==> src/inc/cssg_defines.svh <==
`ifndef CSSG_DEFINES_SVH
`define CSSG_DEFINES_SVH

// register width shared by every register of the group
`define CSSG_REG_W        16

// condition bit positions
`define CSSG_BIT_ACTIVE   0
`define CSSG_BIT_REGISTER 1
`define CSSG_BIT_AUTH     2
`define CSSG_BIT_PAGE     3
`define CSSG_BIT_ACCESS   4
`define CSSG_BIT_CONNECT  5
`define CSSG_BIT_RINGING  6
`define CSSG_BIT_TOP      15

// bits that carry no call-state condition, 15 included
`define CSSG_UNUSED_MASK  16'hFF80

// reset values
`define CSSG_RST_ZERO     16'h0000
`define CSSG_RST_RISE     16'hFFFF
`define CSSG_RST_FALL     16'h0000
`define CSSG_RST_ENABLE   16'h0000

`endif

==> src/inc/cssg_pkg.sv <==
`default_nettype none

package cssg_pkg;

  // which register a query or setting addresses
  typedef enum logic [2:0] {
    CSSG_SEL_COND   = 3'b000,
    CSSG_SEL_RISE   = 3'b001,
    CSSG_SEL_FALL   = 3'b010,
    CSSG_SEL_EVENT  = 3'b011,
    CSSG_SEL_ENABLE = 3'b100
  } cssg_sel_type;

  // progress of a base-originated call toward ringing
  typedef enum logic [1:0] {
    CSSG_RING_IDLE   = 2'b00,
    CSSG_RING_ARMED  = 2'b01,
    CSSG_RING_ACCESS = 2'b10,
    CSSG_RING_ON     = 2'b11
  } cssg_ring_type;

endpackage : cssg_pkg

`default_nettype wire

==> src/rtl/cssg_ring_tracker.sv <==
`default_nettype none

module cssg_ring_tracker (
  input  wire logic clk_sys,
  input  wire logic nrst,
  input  wire logic bs_call_attempt,
  input  wire logic ms_answer,
  input  wire logic ind_access,
  output logic      ringing
);

  cssg_pkg::cssg_ring_type state_reg;
  cssg_pkg::cssg_ring_type state_next;

  // ringing waits until the call has passed through access and left it
  always_comb
  begin
    state_next = state_reg;
    unique case (state_reg)
      cssg_pkg::CSSG_RING_IDLE:
        if (bs_call_attempt)
          state_next = cssg_pkg::CSSG_RING_ARMED;
      cssg_pkg::CSSG_RING_ARMED:
        if (ind_access)
          state_next = cssg_pkg::CSSG_RING_ACCESS;
      cssg_pkg::CSSG_RING_ACCESS:
        if (!ind_access)
          state_next = cssg_pkg::CSSG_RING_ON;
      cssg_pkg::CSSG_RING_ON:
        state_next = cssg_pkg::CSSG_RING_ON;
    endcase
    // answering always ends ringing, even mid-sequence
    if (ms_answer)
      state_next = cssg_pkg::CSSG_RING_IDLE;
  end

  always_ff @(posedge clk_sys)
  begin
    if (!nrst)
      state_reg <= cssg_pkg::CSSG_RING_IDLE;
    else
      state_reg <= state_next;
  end

  assign ringing = (state_reg == cssg_pkg::CSSG_RING_ON);

  property p_ring_after_access;
    @(posedge clk_sys) disable iff (!nrst)
    $rose(ringing) |-> $past(state_reg == cssg_pkg::CSSG_RING_ACCESS) && !$past(ind_access);
  endproperty
  a_ring_after_access: assert property (p_ring_after_access)
    else $error("ringing rose without passing access");

  property p_answer_stops_ring;
    @(posedge clk_sys) disable iff (!nrst)
    ms_answer |=> !ringing;
  endproperty
  a_answer_stops_ring: assert property (p_answer_stops_ring)
    else $error("ringing survived an answer");

endmodule : cssg_ring_tracker

`default_nettype wire

==> src/rtl/cssg_status_group.sv <==
// Function
// every group register is sixteen bits wide
// condition, two filters, event, enable, summary
// bit 15 zero; bits 7-14 unused
// ringing sets after originated call passes access
// ringing clears when mobile answers
// bit 5 follows connect indicator
// bit 4 follows access indicator
// bit 3 follows page indicator
// bit 2 follows authenticating
// bit 1 follows register indicator
// bit 0 follows active indicator
// event register cleared by read or clear-status
// filtered condition edges latch event bits
// summary is OR of event AND enable
`include "cssg_defines.svh"
`default_nettype none

module cssg_status_group (
  input  wire logic                          clk_sys,
  input  wire logic                          nrst,
  // call subsystem indicators, levels
  input  wire logic                          ind_active,
  input  wire logic                          ind_register,
  input  wire logic                          ind_auth,
  input  wire logic                          ind_page,
  input  wire logic                          ind_access,
  input  wire logic                          ind_connect,
  // call events, one-cycle pulses
  input  wire logic                          bs_call_attempt,
  input  wire logic                          ms_answer,
  // status queries and settings
  input  wire logic                          cmd_valid,
  input  wire logic                          cmd_write,
  input  wire cssg_pkg::cssg_sel_type        cmd_sel,
  input  wire logic [`CSSG_REG_W-1:0]        cmd_wdata,
  input  wire logic                          clear_status,
  // answers and summary
  output logic                               rsp_valid,
  output logic [`CSSG_REG_W-1:0]             rsp_data,
  output logic                               summary_msg
);

  logic                     ringing;
  logic [`CSSG_REG_W-1:0]   cond_reg;
  logic [`CSSG_REG_W-1:0]   cond_next;
  logic [`CSSG_REG_W-1:0]   cond_prev_reg;
  logic [`CSSG_REG_W-1:0]   rise_reg;
  logic [`CSSG_REG_W-1:0]   rise_next;
  logic [`CSSG_REG_W-1:0]   fall_reg;
  logic [`CSSG_REG_W-1:0]   fall_next;
  logic [`CSSG_REG_W-1:0]   event_reg;
  logic [`CSSG_REG_W-1:0]   event_next;
  logic [`CSSG_REG_W-1:0]   event_set;
  logic [`CSSG_REG_W-1:0]   enable_reg;
  logic [`CSSG_REG_W-1:0]   enable_next;
  logic                     event_clear;
  logic                     rsp_valid_reg;
  logic                     rsp_valid_next;
  logic [`CSSG_REG_W-1:0]   rsp_data_reg;
  logic [`CSSG_REG_W-1:0]   rsp_data_next;
  logic                     summary_reg;
  logic                     summary_next;

  // ringing needs a small sequence of its own
  cssg_ring_tracker u_ring (
    .clk_sys         (clk_sys),
    .nrst            (nrst),
    .bs_call_attempt (bs_call_attempt),
    .ms_answer       (ms_answer),
    .ind_access      (ind_access),
    .ringing         (ringing)
  );

  // condition image; unused bits and bit 15 tied low
  always_comb
  begin
    cond_next                     = `CSSG_RST_ZERO;
    cond_next[`CSSG_BIT_ACTIVE]   = ind_active;
    cond_next[`CSSG_BIT_REGISTER] = ind_register;
    cond_next[`CSSG_BIT_AUTH]     = ind_auth;
    cond_next[`CSSG_BIT_PAGE]     = ind_page;
    cond_next[`CSSG_BIT_ACCESS]   = ind_access;
    cond_next[`CSSG_BIT_CONNECT]  = ind_connect;
    cond_next[`CSSG_BIT_RINGING]  = ringing;
  end

  // previous image kept only for edge detection
  always_ff @(posedge clk_sys)
  begin
    if (!nrst)
    begin
      cond_reg      <= `CSSG_RST_ZERO;
      cond_prev_reg <= `CSSG_RST_ZERO;
    end
    else
    begin
      cond_reg      <= cond_next;
      cond_prev_reg <= cond_reg;
    end
  end

  // writable filters and enable; writes to read-only registers dropped
  always_comb
  begin
    rise_next   = rise_reg;
    fall_next   = fall_reg;
    enable_next = enable_reg;
    if (cmd_valid && cmd_write)
    begin
      unique case (cmd_sel)
        cssg_pkg::CSSG_SEL_RISE:   rise_next   = cmd_wdata;
        cssg_pkg::CSSG_SEL_FALL:   fall_next   = cmd_wdata;
        cssg_pkg::CSSG_SEL_ENABLE: enable_next = cmd_wdata;
        default:                   ;
      endcase
    end
  end

  always_ff @(posedge clk_sys)
  begin
    if (!nrst)
    begin
      rise_reg   <= `CSSG_RST_RISE;
      fall_reg   <= `CSSG_RST_FALL;
      enable_reg <= `CSSG_RST_ENABLE;
    end
    else
    begin
      rise_reg   <= rise_next;
      fall_reg   <= fall_next;
      enable_reg <= enable_next;
    end
  end

  // one filter term per bit
  genvar gi;
  generate
    for (gi = 0; gi < `CSSG_REG_W; gi++)
    begin : g_edge
      assign event_set[gi] = (cond_reg[gi] & ~cond_prev_reg[gi] & rise_reg[gi]) |
                             (~cond_reg[gi] & cond_prev_reg[gi] & fall_reg[gi]);
    end
  endgenerate

  // a set in the clearing cycle survives, so no edge is lost
  always_comb
  begin
    event_clear = clear_status ||
                  (cmd_valid && !cmd_write && cmd_sel == cssg_pkg::CSSG_SEL_EVENT);
    event_next  = (event_clear ? `CSSG_RST_ZERO : event_reg) | event_set;
    // from next values so the summary lines up with the event register
    summary_next = |(event_next & enable_next);
  end

  always_ff @(posedge clk_sys)
  begin
    if (!nrst)
    begin
      event_reg   <= `CSSG_RST_ZERO;
      summary_reg <= 1'b0;
    end
    else
    begin
      event_reg   <= event_next;
      summary_reg <= summary_next;
    end
  end

  // query answer one cycle after the request; reads show pre-clear value
  always_comb
  begin
    rsp_valid_next = cmd_valid && !cmd_write;
    rsp_data_next  = `CSSG_RST_ZERO;
    if (cmd_valid && !cmd_write)
    begin
      unique case (cmd_sel)
        cssg_pkg::CSSG_SEL_COND:   rsp_data_next = cond_reg;
        cssg_pkg::CSSG_SEL_RISE:   rsp_data_next = rise_reg;
        cssg_pkg::CSSG_SEL_FALL:   rsp_data_next = fall_reg;
        cssg_pkg::CSSG_SEL_EVENT:  rsp_data_next = event_reg;
        cssg_pkg::CSSG_SEL_ENABLE: rsp_data_next = enable_reg;
        default:                   rsp_data_next = `CSSG_RST_ZERO;
      endcase
    end
  end

  always_ff @(posedge clk_sys)
  begin
    if (!nrst)
    begin
      rsp_valid_reg <= 1'b0;
      rsp_data_reg  <= `CSSG_RST_ZERO;
    end
    else
    begin
      rsp_valid_reg <= rsp_valid_next;
      rsp_data_reg  <= rsp_data_next;
    end
  end

  assign rsp_valid   = rsp_valid_reg;
  assign rsp_data    = rsp_data_reg;
  assign summary_msg = summary_reg;

  property p_unused_low;
    @(posedge clk_sys) disable iff (!nrst)
    (cond_reg & `CSSG_UNUSED_MASK) == `CSSG_RST_ZERO;
  endproperty
  a_unused_low: assert property (p_unused_low)
    else $error("unused condition bit set");

  property p_connect_mirror;
    @(posedge clk_sys) disable iff (!nrst)
    ##1 cond_reg[`CSSG_BIT_CONNECT] == $past(ind_connect);
  endproperty
  a_connect_mirror: assert property (p_connect_mirror)
    else $error("connect bit does not follow indicator");

  property p_access_mirror;
    @(posedge clk_sys) disable iff (!nrst)
    $rose(ind_access) |=> cond_reg[`CSSG_BIT_ACCESS];
  endproperty
  a_access_mirror: assert property (p_access_mirror)
    else $error("access bit missed indicator");

  property p_page_mirror;
    @(posedge clk_sys) disable iff (!nrst)
    !ind_page |=> !cond_reg[`CSSG_BIT_PAGE];
  endproperty
  a_page_mirror: assert property (p_page_mirror)
    else $error("page bit set without indicator");

  property p_low_bits;
    @(posedge clk_sys) disable iff (!nrst)
    ##1 cond_reg[2:0] == {$past(ind_auth), $past(ind_register), $past(ind_active)};
  endproperty
  a_low_bits: assert property (p_low_bits)
    else $error("auth, register or active bit wrong");

  property p_read_clears;
    @(posedge clk_sys) disable iff (!nrst)
    (cmd_valid && !cmd_write && cmd_sel == cssg_pkg::CSSG_SEL_EVENT) || clear_status
      |=> event_reg == $past(event_set);
  endproperty
  a_read_clears: assert property (p_read_clears)
    else $error("event register not cleared");

  property p_event_latch;
    @(posedge clk_sys) disable iff (!nrst)
    (event_set != `CSSG_RST_ZERO) |=> (event_reg & $past(event_set)) == $past(event_set);
  endproperty
  a_event_latch: assert property (p_event_latch)
    else $error("filtered edge not latched");

  property p_event_sticky;
    @(posedge clk_sys) disable iff (!nrst)
    !clear_status && !cmd_valid ##1 1'b1 |-> (event_reg & $past(event_reg)) == $past(event_reg);
  endproperty
  a_event_sticky: assert property (p_event_sticky)
    else $error("event bit dropped without a clear");

  property p_summary;
    @(posedge clk_sys) disable iff (!nrst)
    summary_msg == |(event_reg & enable_reg);
  endproperty
  a_summary: assert property (p_summary)
    else $error("summary disagrees with event and enable");

  property p_read_answer;
    @(posedge clk_sys) disable iff (!nrst)
    cmd_valid && !cmd_write && cmd_sel == cssg_pkg::CSSG_SEL_RISE
      |=> rsp_valid && rsp_data == $past(rise_reg);
  endproperty
  a_read_answer: assert property (p_read_answer)
    else $error("filter query answered wrongly");

  // ringing bit lags the tracker by one register stage
  property p_ringing_bit;
    @(posedge clk_sys) disable iff (!nrst)
    ##1 cond_reg[`CSSG_BIT_RINGING] == $past(ringing);
  endproperty
  a_ringing_bit: assert property (p_ringing_bit)
    else $error("ringing bit does not follow tracker");

  // a new event bit needs a filtered edge behind it
  property p_no_spurious_event;
    @(posedge clk_sys) disable iff (!nrst)
    ##1 (event_reg & ~$past(event_reg) & ~$past(event_set)) == `CSSG_RST_ZERO;
  endproperty
  a_no_spurious_event: assert property (p_no_spurious_event)
    else $error("event bit set without a filtered edge");

  // a setting lands on the next edge, ready for the summary
  property p_enable_write;
    @(posedge clk_sys) disable iff (!nrst)
    cmd_valid && cmd_write && cmd_sel == cssg_pkg::CSSG_SEL_ENABLE
      |=> enable_reg == $past(cmd_wdata);
  endproperty
  a_enable_write: assert property (p_enable_write)
    else $error("enable setting not stored");

  // answer port quiet unless a query was taken
  property p_rsp_idle;
    @(posedge clk_sys) disable iff (!nrst)
    !(cmd_valid && !cmd_write) |=> !rsp_valid && rsp_data == `CSSG_RST_ZERO;
  endproperty
  a_rsp_idle: assert property (p_rsp_idle)
    else $error("answer shown without a query");

endmodule : cssg_status_group

`default_nettype wire

==> config.mk <==
export PLATFORM = sky130hd
export DESIGN_NAME = cssg_status_group
export DESIGN_NICKNAME = d
export VERILOG_FILES = /design/src/inc/cssg_pkg.sv /design/src/rtl/cssg_ring_tracker.sv /design/src/rtl/cssg_status_group.sv
export VERILOG_INCLUDE_DIRS = /design/src /design/src/inc
export SDC_FILE = /design/constraint.sdc
export NUM_CORES = 1
export LEC_CHECK = 0
export BUFFER_PORTS_ARGS = -buffer_cell sky130_fd_sc_hd__buf_4
export CAP_MARGIN = 25
export CORE_MARGIN = 5
export CORE_UTILIZATION = 60
export DETAILED_ROUTE_END_ITERATION = 10
export GPL_TIMING_DRIVEN = 0
export HOLD_SLACK_MARGIN = 0.12
export PLACE_DENSITY = 0.82
export SLEW_MARGIN = 30
export SYNTH_ARGS = -nofsm -noshare
export SYNTH_HDL_FRONTEND = slang
export SYNTH_SLANG_ARGS = --single-unit
==> constraint.sdc <==
create_clock -name clk_sys -period 3 [get_ports clk_sys]
set_clock_uncertainty 0.2 [all_clocks]
set_input_delay 0.3 -clock clk_sys [delete_from_list [all_inputs] [get_ports clk_sys]]
set_output_delay 0.3 -clock clk_sys [all_outputs]
set_load 0.01 [all_outputs]
==> summary.txt, run 1 <==
Critical path
  • R2R Path End: summary_msg$_SDFF_PN0_
  • Worst setup SP type: input pin
  • Worst path slowest cell: dlygate4sd3_1
  • R2r worst-path depth: 6
  • Critical Path, Cell by Cell: dlygate4sd3_1 > buf_4 > nor2b_1 > a41oi_1 > clkbuf_1 > nand2_1 > a31o_1 > nand3_1
  • Arrival @ worst endpoint: around 2.8 ns
  • WP buf/inv: 3
  • Worst Path Required: about 3.1 ns
  • Number of cells on the critical path: 8
  • Critical Path Sink Type: flip-flop
  • Kind of cell adding the most delay to the critical path: buffers and inverters
  • FF-to-FF setup slack: 1.44 ns
  • Crit-path max cell delay: between 0.5 and 0.6 ns
  • CP Class: in -> reg
  • Critical-path maximum fanout: 10
  • Critical path startpoint: cmd_valid
  • Worst r2r src: cond_reg[4]$_SDFF_PN0_
  • Critical Path Sink: summary_msg$_SDFF_PN0_

CTS
  • Clock Tree Buf Depth: 2
  • Clock Sinks: 98
  • Reg clk slew, reported paths: roughly 0.090 ns
  • Post-CTS setup buffer count: 0
  • CTS Buf Count: 9
  • H-tree depth: 3
  • CTS root buf: clkbuf_8
  • Clock latency on the worst-skew pair: 0.37 ns
  • CTS Hold Buffers Added: 26
  • CTS tree: yes
  • Post-CTS Resized: 0

Timing
  • Final Hold Fails: 0
  • F_max: approximately 380 MHz
  • Min Tclk post-route: between 2 and 3 ns
  • Finish-stage setup viols: 0
  • Slew HR: roughly 57%
  • Worst slew pin tran: 0.641 ns
  • Setup TNS: 0 ns
  • Tcrit/Tclk final: 88.2%
  • Max-slew violations: 0
  • RSZ-0062 raised after global routing: no

Finish
  • Share of layout cells above drive strength 1: ~14%
  • Post-layout util: about three quarters
  • Most frequent cells in the layout: 98 x dfxtp_1, 79 x nand2_1, 48 x buf_4
  • Area added between synthesis and finish: 23.0%
  • Most common cell after layout, fill and taps aside: dfxtp_1
  • Final #Nets: ~550
  • Ant diodes: 0

Die
  • Row count: 29
  • Die Area: slightly above 8000 sq um
  • DIE HEIGHT: slightly above 90 um
  • Core area: roughly 6300 sq um
  • IO Pins: 50
  • Initial core utilization: roughly three fifths
  • Die X: ~91 um

Placement
  • I/O Buffers: 48
  • Hpwl dp: between 7000 and 8000 um
  • GP Congestion: between 0.8 and 0.9

Global routing
  • Vias in the first global route: 3341
  • Initial antenna violation count: 0
  • First-pass GRT wire length: 16900 um
  • Total GRT Usage: 25.7%
  • Overflow after GRT: 0
  • Largest net degree at the start of global routing: 16

Power and ir drop
  • Pleak: between 1.5 and 2 nW
  • Worst vdd ir: 407 uV
  • Pwr dens: roughly 500 nW/um^2
  • Total power: about 2.4 mW

Synth
  • Synth Net Count: approximately 470
  • Syn_area_per_cell: around 9 sq um
  • Synth cell types: 31
  • Post-Syn Area: about 3900 sq um
  • Seq/Total Area, Yosys: about half
  • Yosys warnings: 0
  • Gate Count Post-Synth: between 400 and 500
  • Yosys reg bits: between 90 and 100

Routing
  • # DRC: 0
  • Detailed Route Iter0 Violations: about 280
  • 1st-pass router iterations: 5
  • Vias: about 3500
  • Drt total wl: around 11000 um
  • Post-route ant nets: 0
  • Vias per inst: around 5.8
  • Average wire per standard cell: 17.5 um

Status
  • Outcome: finished clean

Flow run
  • Max_cap viols: 0

Worst hold path
  • Hold crit path type: in -> reg
-- final cells by class --
class	count	area [sq um]
clock inverter	5	56.3
sequential	98	1960
fill	464	1540
tap	77	96.3
buffer	27	134
clock buffer	10	128
timing repair buffer	74	621
inverter	8	30.0
multi-input combinational	303	1790
-- worst min path at each step --
stage	start	endpoint	slack [ns]	depth (start not counted)
floorplan	ind_access	cond_reg[4]$_SDFF_PN0_	0.22	1
global placement	event_reg[11]$_SDFF_PN0_	event_reg[11]$_SDFF_PN0_	0.24	2
detailed placement	event_reg[13]$_SDFF_PN0_	event_reg[13]$_SDFF_PN0_	0.24	2
CTS	bs_call_attempt	u_ring.state_reg[0]$_SDFFE_PP0P_	0.15	5
global route	bs_call_attempt	u_ring.state_reg[0]$_SDFFE_PP0P_	0.19	5
finish	bs_call_attempt	u_ring.state_reg[0]$_SDFFE_PP0P_	0.14	5
-- per-stage QoR --
stage                     cells  setup slack, ns  area (sq um)  hold slack [ns]
after floorplan             436            0.860          3910            0.222
after global placement      561            0.456          4370            0.241
after detailed placement    561            0.433          4370            0.245
after CTS                   602            0.431          4810            0.147
after global routing        602            0.339          4810            0.194
final                       602            0.353          4810            0.139
-- logic make-up (layout without fill, tap and decap cells) --
group	count (synthesis)	in the layout	share of synthesized area (%)
DFF	98	98	50.1
AOI/OAI and AO/OA	84	84	15.5
muxes	24	24	6.36
and+or+nand+nor	195	195	23.8
buffers and inverters	35	124	4.19
-- worst reg2reg max path, delay by kind of cell, from the launching register on --
family	cells	cell delay [ns]
AOI/OAI and AO/OA	4	0.61
DFF	1	0.38
and+or+nand+nor	2	0.24
-- routing by layer --
layer / vias up / routed length [um] / global-route usage [%] / part of all wire [%]
li1: 1667 / - / - / -
met1: 1634 / 4450 / 34.8 / 42
met2: 194 / 4810 / 39.2 / 46
met3: 26 / 984 / 6.25 / 9.3
met4: 0 / 286 / 10.3 / 2.7
met5: - / 0 / 0 / 0
-- power breakdown --
group | leakage, nW | internal (mW) | switching, mW | total (mW)
registers | 0.795 | 1.33 | 0.0155 | 1.34
clock network | 0.0921 | 0.380 | 0.442 | 0.822
logic | 0.966 | 0.111 | 0.125 | 0.236
-- Yosys cell counts --
cell type	number	share of area (%)
o21ai_0	9	1.2
a22oi_1	21	4.0
mux2_2	7	2.0
and2_1	14	2.2
a31oi_1	1	0.16
inv_1	8	0.77
a31o_1	1	0.22
nor3b_4	1	0.48
nand2b_1	1	0.16
dfxtp_1	98	50
buf_12	1	0.51
and3_1	7	1.1
nand3b_1	8	1.5
nand2_1	79	7.6
o31ai_1	1	0.19
and2b_1	4	0.77
a21boi_0	16	3.1
o22a_1	10	2.2
clkbuf_1	23	2.2
o22ai_1	4	0.64
nor2_1	37	3.5
mux2i_1	17	4.3
a21oi_1	9	1.2
buf_6	2	0.58
a41oi_1	1	0.22
nand3_1	20	2.6
a221oi_1	9	2.0
nor2b_1	24	3.8
buf_2	1	0.13
o221a_1	1	0.29
o21ai_1	1	0.13
Note: power is estimated with default switching activity, not from simulation.
==> run 2: changes to the inputs <==
--- a/config.mk
+++ b/config.mk
@@ -9,11 +9,9 @@
 export BUFFER_PORTS_ARGS = -buffer_cell sky130_fd_sc_hd__buf_4
 export CAP_MARGIN = 25
 export CORE_MARGIN = 5
-export CORE_UTILIZATION = 60
+export CORE_UTILIZATION = 45
 export DETAILED_ROUTE_END_ITERATION = 10
 export GPL_TIMING_DRIVEN = 0
-export HOLD_SLACK_MARGIN = 0.12
-export PLACE_DENSITY = 0.82
 export SLEW_MARGIN = 30
 export SYNTH_ARGS = -nofsm -noshare
 export SYNTH_HDL_FRONTEND = slang
==> run 2 against run 1 <==
Global-route usage decreased by 4.4 points. Non-clock buffer count down 3. Final cell count increased by 4.8%. Critical path depth is 1 higher. Sequential power about the same. Flip-flop and latch count did not move.
==> summary.txt, run 2 (same netlist as run 1, synthesis figures left out) <==
Critical path
  • R2r worst-path depth: 6
  • Crit-path max cell delay: approximately 0.48 ns
  • Worst r2r src: cond_reg[4]$_SDFF_PN0_
  • FF-to-FF setup slack: ~1.4 ns
  • Critical Path, Cell by Cell: buf_4 > nor3b_4 > and3_1 > buf_6 > buf_12 > mux2i_1 > o22ai_1 > o31ai_1 > nand3_1
  • CP Class: in -> reg
  • Arrival @ worst endpoint: about 2.4 ns
  • Critical Path Sink Type: flip-flop
  • Critical-path maximum fanout: 10
  • R2R Path End: summary_msg$_SDFF_PN0_
  • Worst path slowest cell: nor3b_4
  • Worst Path Required: 3.04 ns
  • Worst setup SP type: input pin

Timing
  • F_max: approximately 430 MHz
  • Finish-stage setup viols: 0
  • Worst slew pin tran: just under 0.7 ns
  • Setup TNS: 0 ns
  • Final Hold Fails: 0
  • Max-slew violations: 0
  • RSZ-0062 raised after global routing: no
  • Slew HR: a little over half
  • Tcrit/Tclk final: roughly 77%
  • Min Tclk post-route: 2.32 ns

Power and ir drop
  • Pleak: 1.85 nW
  • Total power: 2.42 mW
  • Worst vdd ir: 236 uV
  • Pwr dens: around 500 nW/um^2

Placement
  • Hpwl dp: between 7000 and 8000 um
  • GP Congestion: about 0.84
  • I/O Buffers: 48

Finish
  • Most frequent cells in the layout: 98 x dfxtp_1, 79 x nand2_1, 48 x buf_4
  • Most common cell after layout, fill and taps aside: dfxtp_1
  • Ant diodes: 0
  • Share of layout cells above drive strength 1: approximately 15%
  • Area added between synthesis and finish: 23.5%
  • FILL cells: 824
  • Final #Nets: 550
  • Post-layout util: between 50% and 60%
  • Reg area: 1960 sq um
  • Multi-input logic area: around 1800 sq um

Routing
  • Average wire per standard cell: between 15 and 20 um
  • Drt total wl: roughly 11000 um
  • 1st-pass router iterations: 5
  • Detailed Route Iter0 Violations: ~240
  • # DRC: 0
  • Vias: around 3400
  • Vias per inst: between 5 and 6
  • Post-route ant nets: 0

Global routing
  • Overflow after GRT: 0
  • Largest net degree at the start of global routing: 17
  • First-pass GRT wire length: roughly 17000 um
  • Initial antenna violation count: 0
  • Vias in the first global route: between 3000 and 4000
  • Total GRT Usage: between 20% and 30%

CTS
  • Clock latency on the worst-skew pair: 0.36 ns
  • CTS Buf Count: 9
  • CTS root buf: clkbuf_8
  • Clock Sinks: 98
  • Clock Tree Buf Depth: 2
  • H-tree depth: 3
  • CTS tree: yes
  • Post-CTS setup buffer count: 0
  • Reg clk slew, reported paths: around 0.1 ns

Die
  • Row count: 34
  • Initial core utilization: 45.5%
  • IO Pins: 50
  • DIE HEIGHT: just over 100 um
  • Core area: ~8600 sq um
  • Die X: slightly above 100 um
  • Die Area: between 10000 and 15000 sq um

Worst hold path
  • WHS Path Cells: 3
  • Hold crit path type: in -> reg
  • Hold Path Sink: rsp_valid$_SDFF_PN0_
  • Hold_sp: cmd_valid

Status
  • Outcome: finished clean

Flow run
  • Max_cap viols: 0
[run 2: changes by cell type in the layout (fill, tap and decap cells not counted)]
cell           previous run  this run
clkinv_4                  1         2
dlygate4sd3_1            26        23
clkinv_2                  2         3
clkbuf_1                 24        23
[run 2: what timing repair did]
item | CTS | global route
hold buffers | 23 | 0
hold endpoints to repair | 27 | 0
gates resized for setup | 0 | 0
[run 2: worst max-delay path by stage]
stage / start / end / slack [ns] / cells past startpoint
floorplan: cmd_sel[0] / summary_msg$_SDFF_PN0_ / 0.86 / 9
global placement: cmd_sel[1] / summary_msg$_SDFF_PN0_ / 0.30 / 9
global route: cmd_sel[1] / summary_msg$_SDFF_PN0_ / 0.63 / 9
finish: cmd_sel[1] / summary_msg$_SDFF_PN0_ / 0.68 / 9
detailed placement: cmd_sel[1] / summary_msg$_SDFF_PN0_ / 0.29 / 9
CTS: cmd_sel[1] / summary_msg$_SDFF_PN0_ / 0.69 / 9
[run 2: area by class of cell]
class	count	area share, %
Buffer	27	2.77
Inverter	8	0.621
Multi-Input combinational cell	303	37.0
Clock inverter	7	1.45
Sequential cell	98	40.6
Timing Repair Buffer	71	12.2
Clock buffer	9	2.56
Tap cell	108	2.80
[run 2: worst max-delay path, delay by kind of cell]
family	cells	cell delay, ns
AND/OR/NAND/NOR	3	0.86
multiplexers	1	0.24
AO/OA/AOI/OAI	2	0.48
buffers and inverters	3	0.47
[run 2: where the power goes]
| part | leakage (nW) | total [mW] | switching [mW] | internal [mW] |
|---|---|---|---|---|
| Clock | 0.0990 | 0.851 | 0.467 | 0.384 |
| Sequential | 0.795 | 1.34 | 0.0153 | 1.33 |
| Combinational | 0.956 | 0.232 | 0.123 | 0.109 |
| Total | 1.85 | 2.42 | 0.606 | 1.82 |
[run 2: metrics by stage]
stage,hold slack (ns),setup slack [ns],area [sq um],cells
finish,0.0288,0.685,4830,631
CTS,0.0140,0.687,4830,631
global placement,0.246,0.302,4410,592
floorplan,0.222,0.860,3910,436
global route,0.0484,0.631,4830,631
detailed placement,0.249,0.291,4410,592
[run 2: layer usage]
layer | share of wire [%] | up-vias | GRT usage (%) | wire, um
li1 | - | 1662 | - | -
met1 | 46 | 1624 | 30.7 | 5020
met2 | 46 | 106 | 32.5 | 5000
met3 | 6.8 | 12 | 2.95 | 744
met4 | 1.3 | 0 | 7.87 | 142
met5 | 0 | - | 0 | 0
==> run 3: changes to the inputs <==
--- a/config.mk
+++ b/config.mk
@@ -6,6 +6,7 @@
 export SDC_FILE = /design/constraint.sdc
 export NUM_CORES = 1
 export LEC_CHECK = 0
+export ABC_AREA = 1
 export BUFFER_PORTS_ARGS = -buffer_cell sky130_fd_sc_hd__buf_4
 export CAP_MARGIN = 25
 export CORE_MARGIN = 5
==> constraint.sdc (replaced) <==
create_clock -name clk_sys -period 2.2 [get_ports clk_sys]
set_clock_uncertainty 0.2 [all_clocks]
set_input_delay 0.22 -clock clk_sys [delete_from_list [all_inputs] [get_ports clk_sys]]
set_output_delay 0.22 -clock clk_sys [all_outputs]
set_load 0.01 [all_outputs]
==> run 3 against run 2 <==
Sequential share of layout area down 0.12 points. Final area up 0.28%. Hold slack better by 0.038 ns. Global-route usage up 0.28 points. Flip-flop and latch count unchanged. Register-to-register slack worse by 0.86 ns. Synthesized cell count up 19%. Non-clock buffer count down 1. Critical endpoint is now u_ring.state_reg[0]$_SDFFE_PP0P_.
==> summary.txt, run 3 <==
Global routing
  • Initial antenna violation count: 0
  • First-pass GRT wire length: around 18000 um
  • GR met2 Demand/Resource: between 30% and 40%
  • Gr busiest metal: met2
  • Met1 Use GR: between 20 and 30%
  • Met3 GRT Util: around 3.4%
  • Vias in the first global route: 3483
  • Overflow after GRT: 0
  • Total GRT Usage: a little over a fifth
  • Largest net degree at the start of global routing: 20

Die
  • DIE HEIGHT: 103 um
  • Row count: 34
  • Initial core utilization: 45.4%
  • Core area: approximately 8600 sq um
  • Die X: approximately 100 um
  • Die Area: 10600 sq um
  • IO Pins: 50

Critical path
  • Critical path startpoint: nrst
  • Worst setup SP type: input pin
  • Worst r2r src: u_ring.state_reg[1]$_SDFFE_PP0P_
  • Worst Path Required: roughly 2.3 ns
  • Critical Path Sink Type: flip-flop
  • Arrival @ worst endpoint: 2.19 ns
  • FF-to-FF setup slack: between 0.5 and 0.6 ns
  • CP Class: in -> reg
  • Critical Path Sink: u_ring.state_reg[0]$_SDFFE_PP0P_
  • R2r worst-path depth: 4
  • R2R Path End: u_ring.state_reg[0]$_SDFFE_PP0P_
  • Critical-path maximum fanout: 8

Synth
  • Yosys reg bits: around 100
  • Post-Syn Area: roughly 4000 sq um
  • Yosys warnings: 0
  • Most frequent cell after synthesis: nand2_1
  • Synth top area cells: dfxtp_1 50%, nand2_1 11%, inv_1 6.5%, nor2_1 5.1%, a21oi_1 4.7%
  • Seq/Total Area, Yosys: 50.2%
  • Synth cell types: 29
  • Post-synth top area share: between 50% and 60%
  • Number of flops mapped to enable cells by yosys: 0
  • Commonest cells post-synth: 114 x nand2_1, 98 x dfxtp_1, 68 x inv_1, 53 x nor2_1, 37 x a21oi_1
  • Async S/R FF share, synth: 0%
  • Syn_area_per_cell: between 7 and 8 sq um
  • Most used flip-flop cell after synthesis: dfxtp_1
  • Gate Count Post-Synth: between 500 and 600
  • Yosys top cell by area: dfxtp_1
  • Synth Net Count: 550

Timing
  • Worst slew pin tran: 1.03 ns
  • Finish-stage setup viols: 0
  • Max-slew violations: 0
  • Tcrit/Tclk final: between 90 and 100%
  • Slew HR: a little under a third
  • Final Hold Fails: 0
  • F_max: between 400 and 500 MHz
  • RSZ-0062 raised after global routing: no
  • Min Tclk post-route: a little over 2 ns

Power and ir drop
  • Sequential power share: 55.5%
  • Pleak: between 2 and 2.5 nW
  • Sw frac: between 20 and 30%
  • Switching Power: 921 uW
  • Total power: about 3.3 mW
  • Clock share of power: a little over a third
  • Combinational power share: a little under a tenth
  • Pwr dens: around 700 nW/um^2
  • Worst vdd ir: around 380 uV
  • P_int: ~2.4 mW

Worst hold path
  • Hold_sp: cmd_sel[0]
  • Hold crit path type: in -> reg

Status
  • Outcome: finished clean

Finish
  • Share of layout cells above drive strength 1: 13.2%
  • Non-filler instance count after layout: 715
  • FILL cells: between 800 and 900
  • Ant diodes: 0
  • Most frequent cells in the layout: 114 x nand2_1, 98 x dfxtp_1, 68 x inv_1
  • Final #Nets: 634
  • Most common cell after layout, fill and taps aside: nand2_1
  • Area added between synthesis and finish: 24.1%

Placement
  • I/O Buffers: 48
  • Hpwl dp: 7870 um
  • Dpl cells: between 600 and 700
  • GP Congestion: around 0.87

CTS
  • CTS tree: yes
  • Clock latency on the worst-skew pair: around 0.37 ns
  • Clock Tree Buf Depth: 2
  • Clock Sinks: 98
  • CTS Buf Count: 9
  • CTS root buf: clkbuf_8
  • H-tree depth: 3
  • Reg clk slew, reported paths: approximately 0.11 ns

Routing
  • Drt total wl: 11300 um
  • # DRC: 0
  • Average wire per standard cell: around 16 um
  • Post-route ant nets: 0
  • 1st-pass router iterations: 5
  • Vias per inst: 5.22
  • Vias: between 3000 and 4000
  • Detailed Route Iter0 Violations: 190

Flow run
  • Max_cap viols: 0
-- run 3: area by class of cell --
class	count	area, sq um	share of cell area (%)
clock inverter	7	67.6	1.39
buffer	24	106	2.19
clock buffer	9	124	2.56
multi-input combinational	325	1570	32.4
tap	108	135	2.79
sequential	98	1960	40.5
inverter	71	270	5.58
timing repair buffer	73	611	12.6
-- run 3: worst min-delay path by stage --
| stage | endpoint | depth (start not counted) | slack (ns) |
|---|---|---|---|
| after global placement | cond_reg[1]$_SDFF_PN0_ | 3 | 0.20 |
| after detailed placement | cond_reg[0]$_SDFF_PN0_ | 3 | 0.21 |
| after global routing | enable_reg[10]$_SDFF_PN0_ | 4 | 0.10 |
| after floorplan | cond_reg[4]$_SDFF_PN0_ | 2 | 0.11 |
| after CTS | fall_reg[0]$_SDFFE_PN0P_ | 4 | 0.06 |
| final | fall_reg[0]$_SDFFE_PN0P_ | 4 | 0.07 |
-- run 3: power by group through the flow --
stage / clock, mW / combinational [mW] / sequential, mW
floorplan: 0 / 0.145 / 1.87
finish: 1.17 / 0.303 / 1.83
global route: 1.24 / 0.331 / 1.84
detailed placement: 0 / 0.265 / 1.87
CTS: 1.18 / 0.301 / 1.83
global placement: 0 / 0.262 / 1.87
-- run 3: metrics by stage --
stage | hold slack [ns] | setup TNS [ns] | worst slack (ns) | utilization, % | area, sq um
global placement | 0.201 | -0.0231 | -0.0231 | 51.2 | 4400
finish | 0.0667 | 0 | 0.124 | 56.4 | 4850
CTS | 0.0565 | 0 | 0.0867 | 56.3 | 4840
floorplan | 0.113 | 0 | 0.588 | - | 3910
global route | 0.104 | 0 | 0.0601 | 56.4 | 4850
detailed placement | 0.210 | 0 | 0.0130 | 51.2 | 4400
-- run 3: worst max-delay path, stage by stage --
cell and delay [ns]:
dlygate4sd3_1 0.53, buf_4 0.12, clkinvlp_4 0.13, or2_2 0.32
a311oi_1 0.28, dlygate4sd3_1 0.59
-- run 3: kinds of logic after synthesis --
group	synth area share, %
AOI/OAI and AO/OA	18.2
buffers and inverters	9.52
DFF	50.2
and+or+nand+nor	22.0
-- run 3: what timing repair did --
item / in CTS / in global routing
setup endpoints to repair: 0 / 12
gates resized for setup: 0 / 3
hold buffers: 25 / 0
setup buffers: 0 / 0
hold endpoints to repair: 49 / 0
-- run 3: metal layers --
metal / up-vias / part of all wire (%)
met5: - / 0
met4: 0 / 0.96
met3: 13 / 6.4
met2: 125 / 46
met1: 1734 / 47
li1: 1862 / -
